$ cat src/phg_pkg.sv
// port h gpio package: register map, field positions, reset values, mode and state codes
package phg_pkg;

  // register byte offsets on the plain register port
  localparam logic [7:0] PHG_PULLUP_ASSIGN_OFS = 8'h2c;
  localparam logic [7:0] PHG_SYSTEM_SETUP_OFS = 8'h3f;
  localparam logic [7:0] PHG_PIN_ALT_ENABLE_OFS = 8'h7b;
  localparam logic [7:0] PHG_PIN_DATA_OFS = 8'h7c;
  localparam logic [7:0] PHG_PIN_DIRECTION_OFS = 8'h7d;

  // pullup_assign field positions, one enable per port
  localparam int PHG_PORT_B_PULLUP_BIT = 0;
  localparam int PHG_PORT_F_PULLUP_BIT = 1;
  localparam int PHG_PORT_G_PULLUP_BIT = 2;
  localparam int PHG_PORT_H_PULLUP_BIT = 3;

  // system_setup field position of the pullup assignment enable
  localparam int PHG_PULLUP_ASSIGN_ENABLE_BIT = 2;

  // pin_alt_enable field positions
  localparam int PHG_ALT_PROG_CS_BIT = 7;
  localparam int PHG_ALT_GEN_CS_LSB = 4;
  localparam int PHG_ALT_PWM_LSB = 0;

  // values after reset
  localparam logic [7:0] PHG_DATA_RST = 8'h00;
  localparam logic [7:0] PHG_DIRECTION_RST = 8'h00;
  localparam logic [7:0] PHG_PULLUP_ASSIGN_RST = 8'h00;
  localparam logic [7:0] PHG_SYSTEM_SETUP_RST = 8'h00;
  localparam logic [7:0] PHG_ALT_ENABLE_RST = 8'h00;
  localparam logic [7:0] PHG_READ_RST = 8'h00;

  // bits that exist on the reduced-pin and full variants
  localparam logic [7:0] PHG_REDUCED_MASK = 8'h0f;
  localparam logic [7:0] PHG_FULL_MASK = 8'hff;

  // cycles after reset release before the synchronised mode pins are trusted
  localparam logic [1:0] PHG_MODE_SETTLE_CYCLES = 2'h2;

  // operating mode pin codes
  typedef enum logic [1:0] {
    PHG_MODE_BOOT = 2'b00,
    PHG_MODE_SINGLE = 2'b01,
    PHG_MODE_TEST = 2'b10,
    PHG_MODE_EXPANDED = 2'b11
  } phg_mode_t;

  // start-up sequencer states
  typedef enum logic {
    PHG_ST_SETTLE = 1'b0,
    PHG_ST_RUN = 1'b1
  } phg_state_t;

endpackage : phg_pkg

$ cat src/phg_sync.sv
// two-flop synchroniser for pin levels entering the mclk domain
`timescale 1ns/1ps
module phg_sync #(
  parameter int W = 10
) (
  input wire logic mclk,
  input wire logic rst_b,
  input wire logic [W-1:0] asyncIn,
  output logic [W-1:0] syncOut
);

  // first stage: only the second stage reads it
  logic [W-1:0] metaStage;

  // both stages clear to zero under reset
  always_ff @(posedge mclk or negedge rst_b) begin
    if (!rst_b) begin
      metaStage <= '0;
      syncOut <= '0;
    end else begin
      metaStage <= asyncIn;
      syncOut <= metaStage;
    end
  end

endmodule : phg_sync

$ cat src/phg_port_h.sv
// port h general-purpose i/o with alternate functions and port pullup control
//
// Overview of operation
// - single-chip/boot: pin seven resets as input
// - expanded/test: pin seven starts as program select
// - pins six to zero reset as inputs
// - expanded/test: pins six-four carry chip selects
// - pins three to zero may carry pwm
// - direction bit zero input, one output
// - reduced variant: bits seven-four absent
// - every pin has a pullup, switched on and off per port
// - pullup_assign bit enables a whole port
// - assignment honoured only while enable bit set
// - enable bit one turns pullups on
// - expanded modes ignore port f, b enables
// - system_setup write-once normal, free in special
//
// Chosen here: strobed register access.
`timescale 1ns/1ps
module phg_port_h
  import phg_pkg::*;
#(
  parameter bit REDUCED_PINS = 1'b0
) (
  input wire logic mclk,
  input wire logic rst_b,
  input wire logic [7:0] regAddr,
  input wire logic [7:0] regWrData,
  input wire logic regWrStb,
  input wire logic regRdStb,
  output logic [7:0] regRdData,
  input wire logic [1:0] modeSel,
  input wire logic [7:0] portPinIn,
  output logic [7:0] portPinOut,
  output logic [7:0] portPinOe,
  input wire logic programChipSelect,
  input wire logic generalChipSelectTwo,
  input wire logic generalChipSelectOne,
  input wire logic ioChipSelect,
  input wire logic pwmOutFour,
  input wire logic pwmOutThree,
  input wire logic pwmOutTwo,
  input wire logic pwmOutOne,
  output logic portBPullup,
  output logic portFPullup,
  output logic portGPullup,
  output logic [7:0] portHPullup
);

  // bits that physically exist on this variant
  localparam logic [7:0] IMPL_MASK = REDUCED_PINS ? PHG_REDUCED_MASK : PHG_FULL_MASK;

  // synchronised pin levels and mode straps
  logic [7:0] pinSync;
  logic [1:0] modeSync;

  // start-up sequencer and captured mode
  phg_state_t state;
  phg_state_t next_state;
  logic [1:0] settleCnt;
  logic [1:0] next_settleCnt;
  phg_mode_t mode;
  phg_mode_t next_mode;
  logic running;
  logic modeExp;
  logic modeSpecial;

  // software registers
  logic [7:0] dataReg;
  logic [7:0] next_dataReg;
  logic [7:0] dirReg;
  logic [7:0] next_dirReg;
  logic [7:0] pullupAssign;
  logic [7:0] next_pullupAssign;
  logic [7:0] setupReg;
  logic [7:0] next_setupReg;
  logic setupWritten; // once set, normal modes lock system_setup
  logic next_setupWritten;
  logic [7:0] altCtl;
  logic [7:0] next_altCtl;

  // pin and pullup next values
  logic [7:0] next_portPinOut;
  logic [7:0] next_portPinOe;
  logic [7:0] next_regRdData;
  logic next_portBPullup;
  logic next_portFPullup;
  logic next_portGPullup;
  logic next_portHPullup;

  // per-pin ownership and alternate value
  logic [7:0] altOwn;
  logic [7:0] altVal;
  logic [7:0] pinRead;
  logic setupWrOk;
  logic pullupsLive;

  // pins and mode straps come from outside, so both pass two flops
  phg_sync #(
    .W(10)
  ) u_sync (
    .mclk(mclk),
    .rst_b(rst_b),
    .asyncIn({modeSel, portPinIn}),
    .syncOut({modeSync, pinSync})
  );

  assign running = (state == PHG_ST_RUN);
  assign modeExp = (mode == PHG_MODE_EXPANDED) || (mode == PHG_MODE_TEST);
  assign modeSpecial = (mode == PHG_MODE_BOOT) || (mode == PHG_MODE_TEST);

  // start-up: wait for the synchronised straps, then catch the mode once
  always_comb begin
    next_state = state;
    next_settleCnt = settleCnt;
    next_mode = mode;
    case (state)
      PHG_ST_SETTLE: begin
        if (settleCnt == PHG_MODE_SETTLE_CYCLES) begin
          next_state = PHG_ST_RUN;
          next_mode = phg_mode_t'(modeSync);
        end else begin
          next_settleCnt = settleCnt + 2'h1;
        end
      end
      PHG_ST_RUN: begin
        next_state = PHG_ST_RUN; // mode stays fixed until the next reset
      end
      default: begin
        next_state = PHG_ST_SETTLE;
      end
    endcase
  end

  // start-up registers: constants only under reset
  always_ff @(posedge mclk or negedge rst_b) begin
    if (!rst_b) begin
      state <= PHG_ST_SETTLE;
      settleCnt <= 2'h0;
      mode <= PHG_MODE_SINGLE;
    end else begin
      state <= next_state;
      settleCnt <= next_settleCnt;
      mode <= next_mode;
    end
  end

  // normal modes take one write, special modes take any number
  assign setupWrOk = modeSpecial || !setupWritten;

  // register writes and the mode-dependent start of pin seven
  always_comb begin
    next_dataReg = dataReg;
    next_dirReg = dirReg;
    next_pullupAssign = pullupAssign;
    next_setupReg = setupReg;
    next_setupWritten = setupWritten;
    next_altCtl = altCtl;
    if (state == PHG_ST_SETTLE && next_state == PHG_ST_RUN) begin
      // program select owns pin seven from the start in expanded and test modes
      if (next_mode == PHG_MODE_EXPANDED || next_mode == PHG_MODE_TEST) begin
        next_altCtl[PHG_ALT_PROG_CS_BIT] = IMPL_MASK[PHG_ALT_PROG_CS_BIT];
      end
    end
    if (regWrStb) begin
      case (regAddr)
        PHG_PIN_DATA_OFS: begin
          next_dataReg = regWrData & IMPL_MASK;
        end
        PHG_PIN_DIRECTION_OFS: begin
          next_dirReg = regWrData & IMPL_MASK;
        end
        PHG_PULLUP_ASSIGN_OFS: begin
          next_pullupAssign = regWrData;
        end
        PHG_SYSTEM_SETUP_OFS: begin
          if (setupWrOk) begin
            next_setupReg = regWrData;
            next_setupWritten = 1'b1;
          end
        end
        PHG_PIN_ALT_ENABLE_OFS: begin
          next_altCtl = regWrData & IMPL_MASK; // software may hand pin seven back to gpio
        end
        default: begin
          next_dataReg = dataReg; // unmapped writes are dropped
        end
      endcase
    end
  end

  // software registers: pins six to zero reset to inputs in every mode
  always_ff @(posedge mclk or negedge rst_b) begin
    if (!rst_b) begin
      dataReg <= PHG_DATA_RST;
      dirReg <= PHG_DIRECTION_RST;
      pullupAssign <= PHG_PULLUP_ASSIGN_RST;
      setupReg <= PHG_SYSTEM_SETUP_RST;
      setupWritten <= 1'b0;
      altCtl <= PHG_ALT_ENABLE_RST;
    end else begin
      dataReg <= next_dataReg;
      dirReg <= next_dirReg;
      pullupAssign <= next_pullupAssign;
      setupReg <= next_setupReg;
      setupWritten <= next_setupWritten;
      altCtl <= next_altCtl;
    end
  end

  // chip selects need an external bus, pwm works in any mode
  assign altOwn[7] = altCtl[PHG_ALT_PROG_CS_BIT] && modeExp && IMPL_MASK[7];
  assign altOwn[6:4] = altCtl[PHG_ALT_GEN_CS_LSB +: 3] & {3{modeExp}} & IMPL_MASK[6:4];
  assign altOwn[3:0] = altCtl[PHG_ALT_PWM_LSB +: 4];
  assign altVal = {programChipSelect, generalChipSelectTwo, generalChipSelectOne, ioChipSelect,
                   pwmOutFour, pwmOutThree, pwmOutTwo, pwmOutOne};

  // per-pin driver: alternate first, then direction bit with data bit
  generate
    for (genvar i = 0; i < 8; i++) begin : g_pin
      // nothing drives before the mode is known, absent pins never drive
      assign next_portPinOe[i] = running && IMPL_MASK[i] && (altOwn[i] || dirReg[i]);
      assign next_portPinOut[i] = altOwn[i] ? altVal[i] : (dataReg[i] && IMPL_MASK[i]);
      // outputs read back the latch, inputs read the pin
      assign pinRead[i] = IMPL_MASK[i] && (dirReg[i] ? dataReg[i] : pinSync[i]);
    end
  endgenerate

  // pullups: assignment register counts only behind its enable bit
  assign pullupsLive = setupReg[PHG_PULLUP_ASSIGN_ENABLE_BIT];
  always_comb begin
    next_portHPullup = pullupsLive && pullupAssign[PHG_PORT_H_PULLUP_BIT];
    next_portGPullup = pullupsLive && pullupAssign[PHG_PORT_G_PULLUP_BIT];
    // ports b and f carry the address bus in expanded modes
    next_portFPullup = pullupsLive && pullupAssign[PHG_PORT_F_PULLUP_BIT] && !modeExp;
    next_portBPullup = pullupsLive && pullupAssign[PHG_PORT_B_PULLUP_BIT] && !modeExp;
  end

  // read mux: data stand one cycle after the strobe and only there
  always_comb begin
    next_regRdData = PHG_READ_RST;
    if (regRdStb) begin
      case (regAddr)
        PHG_PIN_DATA_OFS: next_regRdData = pinRead;
        PHG_PIN_DIRECTION_OFS: next_regRdData = dirReg;
        PHG_PULLUP_ASSIGN_OFS: next_regRdData = pullupAssign;
        PHG_SYSTEM_SETUP_OFS: next_regRdData = setupReg;
        PHG_PIN_ALT_ENABLE_OFS: next_regRdData = altCtl;
        default: next_regRdData = PHG_READ_RST; // unmapped reads give zero
      endcase
    end
  end

  // every output comes from a flop
  always_ff @(posedge mclk or negedge rst_b) begin
    if (!rst_b) begin
      portPinOut <= 8'h00;
      portPinOe <= 8'h00;
      regRdData <= PHG_READ_RST;
      portBPullup <= 1'b0;
      portFPullup <= 1'b0;
      portGPullup <= 1'b0;
      portHPullup <= 8'h00;
    end else begin
      portPinOut <= next_portPinOut;
      portPinOe <= next_portPinOe;
      regRdData <= next_regRdData;
      portBPullup <= next_portBPullup;
      portFPullup <= next_portFPullup;
      portGPullup <= next_portGPullup;
      portHPullup <= {8{next_portHPullup}};
    end
  end

  // checks on the pin drivers, pullups and register port

  property p_pin7_single;
    @(posedge mclk) disable iff (!rst_b)
      $rose(running) && !modeExp |=> (!portPinOe[7]) [*3];
  endproperty
  a_pin7_single: assert property (p_pin7_single) else $error("pin seven driven after reset in single-chip");
  property p_pin7_prog;
    @(posedge mclk) disable iff (!rst_b)
      $rose(running) && modeExp && IMPL_MASK[7] |=> portPinOe[7] && portPinOut[7] == $past(programChipSelect);
  endproperty
  a_pin7_prog: assert property (p_pin7_prog) else $error("program select not on pin seven after reset");
  property p_low_inputs;
    @(posedge mclk) disable iff (!rst_b)
      $rose(running) |=> portPinOe[6:0] == 7'h00;
  endproperty
  a_low_inputs: assert property (p_low_inputs) else $error("low pins not inputs after reset");
  property p_gen_cs;
    @(posedge mclk) disable iff (!rst_b)
      running && modeExp && altCtl[PHG_ALT_GEN_CS_LSB] && IMPL_MASK[4] |=> portPinOe[4] && portPinOut[4] == $past(ioChipSelect);
  endproperty
  a_gen_cs: assert property (p_gen_cs) else $error("chip select missing on pin four");
  property p_pwm;
    @(posedge mclk) disable iff (!rst_b)
      running && altCtl[PHG_ALT_PWM_LSB] |=> portPinOe[0] && portPinOut[0] == $past(pwmOutOne);
  endproperty
  a_pwm: assert property (p_pwm) else $error("pwm missing on pin zero");
  property p_dir_input;
    @(posedge mclk) disable iff (!rst_b)
      !dirReg[2] && !altCtl[PHG_ALT_PWM_LSB + 2] |=> !portPinOe[2];
  endproperty
  a_dir_input: assert property (p_dir_input) else $error("input pin two is driven");
  property p_reduced;
    @(posedge mclk) disable iff (!rst_b)
      REDUCED_PINS |-> portPinOe[7:4] == 4'h0 && dirReg[7:4] == 4'h0 && dataReg[7:4] == 4'h0;
  endproperty
  a_reduced: assert property (p_reduced) else $error("absent high bits active");
  property p_pullup_gate;
    @(posedge mclk) disable iff (!rst_b)
      !setupReg[PHG_PULLUP_ASSIGN_ENABLE_BIT] |=> portHPullup == 8'h00 && !portGPullup;
  endproperty
  a_pullup_gate: assert property (p_pullup_gate) else $error("pullup on while assignment disabled");
  property p_pullup_on;
    @(posedge mclk) disable iff (!rst_b)
      setupReg[PHG_PULLUP_ASSIGN_ENABLE_BIT] && pullupAssign[PHG_PORT_H_PULLUP_BIT] |=> portHPullup == 8'hff;
  endproperty
  a_pullup_on: assert property (p_pullup_on) else $error("port h pullups not on");
  property p_exp_ignore;
    @(posedge mclk) disable iff (!rst_b)
      modeExp |=> !portBPullup && !portFPullup;
  endproperty
  a_exp_ignore: assert property (p_exp_ignore) else $error("port b or f pullup on in expanded mode");
  property p_write_once;
    @(posedge mclk) disable iff (!rst_b)
      setupWritten && !modeSpecial && regWrStb && regAddr == PHG_SYSTEM_SETUP_OFS |=> $stable(setupReg);
  endproperty
  a_write_once: assert property (p_write_once) else $error("system_setup rewritten in normal mode");
  property p_gpio_drive;
    @(posedge mclk) disable iff (!rst_b)
      running && dirReg[3] && !altCtl[PHG_ALT_PWM_LSB + 3] |=> portPinOe[3] && portPinOut[3] == $past(dataReg[3]);
  endproperty
  a_gpio_drive: assert property (p_gpio_drive) else $error("output pin three not driven with data");

endmodule : phg_port_h

$ cat config.mk
export PLATFORM = sky130hd
export DESIGN_NAME = phg_port_h
export DESIGN_NICKNAME = d
export VERILOG_FILES = /design/src/phg_pkg.sv /design/src/phg_sync.sv /design/src/phg_port_h.sv
export SDC_FILE = /design/constraint.sdc
export NUM_CORES = 1
export LEC_CHECK = 0
export BUFFER_PORTS_ARGS = -buffer_cell sky130_fd_sc_hd__buf_2
export CAP_MARGIN = 20
export CELL_PAD_IN_SITES_DETAIL_PLACEMENT = 1
export CELL_PAD_IN_SITES_GLOBAL_PLACEMENT = 1
export CORE_MARGIN = 5
export CORE_UTILIZATION = 40
export DETAILED_ROUTE_END_ITERATION = 8
export MAX_ROUTING_LAYER = met4
export PLACE_DENSITY_LB_ADDON = 0.1
export SLEW_MARGIN = 15
export SYNTH_ARGS = -nofsm -noshare
export SYNTH_HDL_FRONTEND = slang
export SYNTH_SLANG_ARGS = --single-unit
$ cat constraint.sdc
create_clock -name mclk -period 2.2 [get_ports mclk]
set_input_delay 0.44 -clock mclk [delete_from_list [all_inputs] [get_ports mclk]]
set_output_delay 0.44 -clock mclk [all_outputs]
set_load 0.02 [all_outputs]
Word-level counts from Yosys, hierarchy flattened
Index checks and enable logic that the tools add are counted.
{ "op_classes": {"add_sub_neg": 1, "n_eq_ne": 10, "n_mux": 26, "bitwise": 3, "reduce_logical": 37} }
{ "op_table": {"columns": ["op", "count"], "rows": [
  ["$pmux 8 s5", 1],
  ["$eq 8x7->1 const B", 3],
  ["$mux 8", 3],
  ["$mux 1", 19],
  ["$eq 8x6->1 const B", 2],
  ["$logic_and 1x1->1", 16],
  ["$logic_or 1x1->1", 12],
  ["$eq 2x2->1 const B", 5],
  ["$reduce_and 2->1", 5],
  ["$mux 2", 2],
  ["$and 3x3->3", 1],
  ["$reduce_and 3->1", 1],
  ["$add 2x1->2 const B", 1],
  ["$logic_not 1->1", 2],
  ["$logic_not 2->1", 1],
  ["$not 1->1", 2],
  ["$pmux 1 s2", 1]
]} }
{ "totals": {"register_bits": 94, "input_bits": 38, "out_inout_bits": 35} }

Longest topological paths before layout
{ "depth": {"ltp_word": 9, "depth_mapped": 6, "mapped_depth_nobuf": 5} }

Modules after synthesis
From an unflattened synthesis, not the netlist that was laid out.
{ "unflattened": {"hier_cells": 261, "hier_area_um2": 3708.6} }
{ "by_module_without_submodules": {"columns": ["mod", "instances", "cells_per_inst", "area_each_um2"], "rows": [
  ["phg_port_h", 1, 241, 3208.1],
  ["phg_sync", 1, 20, 500.5]
]} }

Worst setup path before layout
OpenSTA, ideal clock, no wires.
{ "synth_timing": {"kind": "input port to flip-flop", "start": "input port regAddr[1]", "end": "register pullupAssign[0]", "setup_time_ns": 0.125, "arrival_time_ns": 1.541, "setup_slack_ns": 0.534, "cell_stages": 5, "path_buffers": 1, "path_cell_list": "buf_6 nor4b_4 and2_4 nand2_8 mux2_4"} }
{ "synth_between": {"elab_chain_len": 2} }
{ "synth_rtl": {"columns": ["item", "line", "rtl"], "rows": [
  ["start: declaration", "phg_port_h.sv:27", "input wire logic [7:0] regAddr,"],
  ["$eq 8x6->1", "phg_port_h.sv:166", "case (regAddr)"],
  ["$reduce_and 2->1 (no source line)", null, null],
  ["end signal: assignment", "phg_port_h.sv:204", "pullupAssign <= next_pullupAssign;"],
  ["end: declaration", "phg_port_h.sv:73", "logic [7:0] pullupAssign;"]
]} }
Every way passes these cells.
A chain may end at the register's enable or synchronous reset.

Worst setup path in the final report
{ "layout_timing": {"start": "input port regAddr[6]", "end": "register setupReg[0]"} }
{ "layout_between": {"elab_chain_len": 2} }
{ "layout_rtl": {"columns": ["item", "line", "rtl"], "rows": [
  ["$eq 8x6->1", "phg_port_h.sv:166", null],
  ["$reduce_and 3->1 (no source line)", null, null],
  ["end signal: assignment", "phg_port_h.sv:205", "setupReg <= next_setupReg;"],
  ["end: declaration", "phg_port_h.sv:75", "logic [7:0] setupReg;"]
]} }
Every way passes these cells.

==> key figures <==
Synthesis
  – Top cell type's share of synthesized area: between 60% and 70%
  – Synth area leader: dfrtp_1
  – Synth warn: 0
  – Asr flop ratio synth: 100%
  – Syn Nets: between 300 and 400
  – Average cell area after synthesis: around 15 µm²
  – Cell count after synthesis: around 270
  – Synth cell types: 44
  – Sequential fraction of the synthesis area: between 60 and 70%
  – Post-synth EDFFs: 0
  – Mapped cell area: about 3900 µm²
  – Prevailing post-synth register cell: dfrtp_1
  – Synth area leaders: dfrtp_1 (60%), mux2_1 (6.7%), mux2_4 (6.2%)
  – Post-synthesis register bit count: 94

Die
  – I/O pin count: 73
  – Core area: 9330 µm²
  – Die extent in x: ~110 µm
  – Rows: 35
  – Die Y: ~110 µm
  – Die area: about 12000 µm²
  – Initial Utilization: between 40% and 50%

Power and ir drop
  – Switching power: approximately 820 µW
  – Clk pwr share: between 30% and 40%
  – Sequential power share: around three fifths
  – VDD IR max: roughly 310 µV
  – PD cells: between 600 and 700 nW/µm²
  – Leak: between 0.002 and 0.0025 µW
  – Comb power frac: approximately 8.2%
  – Final Power: approximately 3200 µW
  – Switch share: roughly 26%
  – Internal: 2330 µW

STA
  – Worst-Margin Slew: between 500 and 600 ps
  – Endpoints failing hold: 0
  – Setup violators final: 0
  – Fmax: between 0.6 and 0.7 GHz
  – Post-route setup TNS: 0 ps
  – Final count of pins violating max slew: 0
  – RSZ-0062 raised after global routing: false
  – Final min period: around 1500 ps
  – Final period utilization: approximately 70%
  – Headroom to the max-slew limit: 63.1%
  – Clk_skew: approximately 6 ps

Worst setup path
  – CP Launch Type: input pin
  – R2r worst-path depth: 2
  – RR Startpoint: running
  – Crit path required time: around 2500 ps
  – R2R Path End: mode[1]
  – Slowest-stage cell, CP: and4bb_1
  – Crit path DAT: between 1500 and 2000 ps
  – Crit path capture type: flop
  – CP peak stage delay: 430 ps
  – CP Max Fanout: 8
  – Flop2flop setup slack: slightly below 800 ps
  – Crit path cell chain: buf_2 -> and4bb_1 -> and2_4 -> nand3_4 -> mux2_4
  – Critical path class: in -> reg

Global routing
  – Vias in the first global route: roughly 2600
  – Global-route wire length before repair: 14.5 mm
  – Initial antenna violation count: 0
  – Pin count of the biggest net entering global routing: 38
  – Gr ovfl total: 0
  – GRT Resource Usage Total: about 17%

Route
  – Routed length per instance: ~19 µm
  – Routed Wire Length: approximately 9 mm
  – Vias post-DR: 2452
  – Vias per cell: between 5 and 6
  – Initial DRC count: 95
  – Pre-antenna DRT Iters: 5
  – Remaining antenna violation count: 0
  – Remaining DRCs: 0

Place
  – Placed instance area: roughly 4400 µm²
  – Placed insts: 460
  – Hpwl dp: 6.34 mm
  – Routability cong.: around 0.76
  – # port buffers: 72

CTS
  – Clock root cell: clkbuf_8
  – CTS resizes: 0
  – Clock sinks: 94
  – CTS tree: built
  – Setup bufs post-CTS: 0
  – Clock slew seen by the registers of the worst setup and hold paths: roughly 90 ps
  – Worst-Skew Late Latency: 360 ps
  – CTS HTree Levels: 3
  – Clock buffer count from CTS: 9
  – Hold-fix buffers, CTS: 0
  – Clk buf depth: 2

Finish
  – FILL cells: 978
  – Multi-input logic area: 1370 µm²
  – Fin cells: roughly 480
  – Commonest non-fill, non-tap cell in the layout: dfrtp_1
  – Area occupied by registers: between 2000 and 2500 µm²
  – Most frequent cells in the layout: dfrtp_1 (93), buf_2 (71), mux2_1 (23)
  – Layout cells sized above 1: between 30% and 40%
  – Antenna cells: 0
  – Final core occ: 48.6%
  – Final-stage net count: approximately 380
  – P&R area growth vs syn: 17.4%
  – Fin area: ~4500 µm²

Worst hold path
  – Worst hold path class: in -> async

Outcome
  – Status: completed

Job
  – Maxcap violations: 0
-- power groups by stage --
stage	logic (µW)	clock network (µW)	registers [µW]
after CTS	264	1090	1850
final	257	1040	1850
after global placement	258	0	1880
after detailed placement	262	0	1890
after floorplan	108	0	1900
after global routing	287	1170	1860
-- metrics by stage --
step / setup slack, ps / hold slack (ps)
2_1_floorplan: 534 / 144
3_3_place_gp: 321 / 331
3_5_place_dp: 277 / 336
4_1_cts: 667 / 42.4
5_1_grt: 616 / 56.2
6_report: 656 / 34.8
-- worst max-delay path, delay by kind of cell --
kind | cells | cell delay (ps)
simple gates | 3 | 880
buf+inv | 1 | 100
mux | 1 | 360
-- synth_stat cells (all sizes together), types with 2 or more instances --
cell type / n
nor2b: 11
buf: 16
a22o: 6
o211ai: 2
a21oi: 6
mux2: 49
a222oi: 6
o21ai: 17
and2: 5
nor2: 2
o21a: 4
and4b: 3
nand3: 2
clkbuf: 3
and3b: 3
nand2b: 8
nand2: 8
a22oi: 4
dfrtp: 93
a21boi: 3
-- routing by layer --
layer  part of all wire [%]  vias to the layer above  track usage, %
met3                    5.1                       19            4.06
met5                      0                        -               -
li1                       -                     1097               -
met2                     48                       71            26.9
met1                     44                     1265            21.7
met4                    2.2                        0            6.22
-- layout make-up --
cell class                 instances  area share (%)
tap                              129            3.56
timing repair buffer              85            10.4
clock inverter                     7            1.08
sequential                        94            51.9
multi-input combinational        151            30.2
inverter                           1          0.0828
clock buffer                       9            2.73
-- kinds of logic after synthesis --
logic type,share of synthesized area (%)
buffers and inverters,3.60
AOI/OAI and AO/OA,8.62
muxes,15.8
adders and majority gates,0.324
xor gates and xnor gates,0.227
and+or+nand+nor,10.5
DFF,60.9
-- sequential cells by signal (all words and copies together) (netlist names) --
name,count
u_sync.metaStage,10
u_sync.syncOut,10
altCtl,8
dataReg,8
dirReg,8
portPinOe,8
portPinOut,8
pullupAssign,8
regRdData,8
setupReg,8
mode,2
settleCnt,2
portBPullup,1
portFPullup,1
portGPullup,1
portHPullup,1
running,1
setupWritten,1
-- how the worst max path moves through the flow --
| stage | from | end | slack (ps) | cells past startpoint |
|---|---|---|---|---|
| after floorplan | regAddr[1] | pullupAssign[0] | 530 | 5 |
| after global placement | regAddr[6] | setupReg[4] | 320 | 5 |
| after detailed placement | regAddr[6] | setupReg[0] | 280 | 5 |
| after CTS | regAddr[6] | setupReg[0] | 670 | 5 |
| after global routing | regAddr[0] | setupReg[5] | 620 | 5 |
| final | regAddr[6] | setupReg[0] | 660 | 5 |
Power figures use the tool's default switching activity.
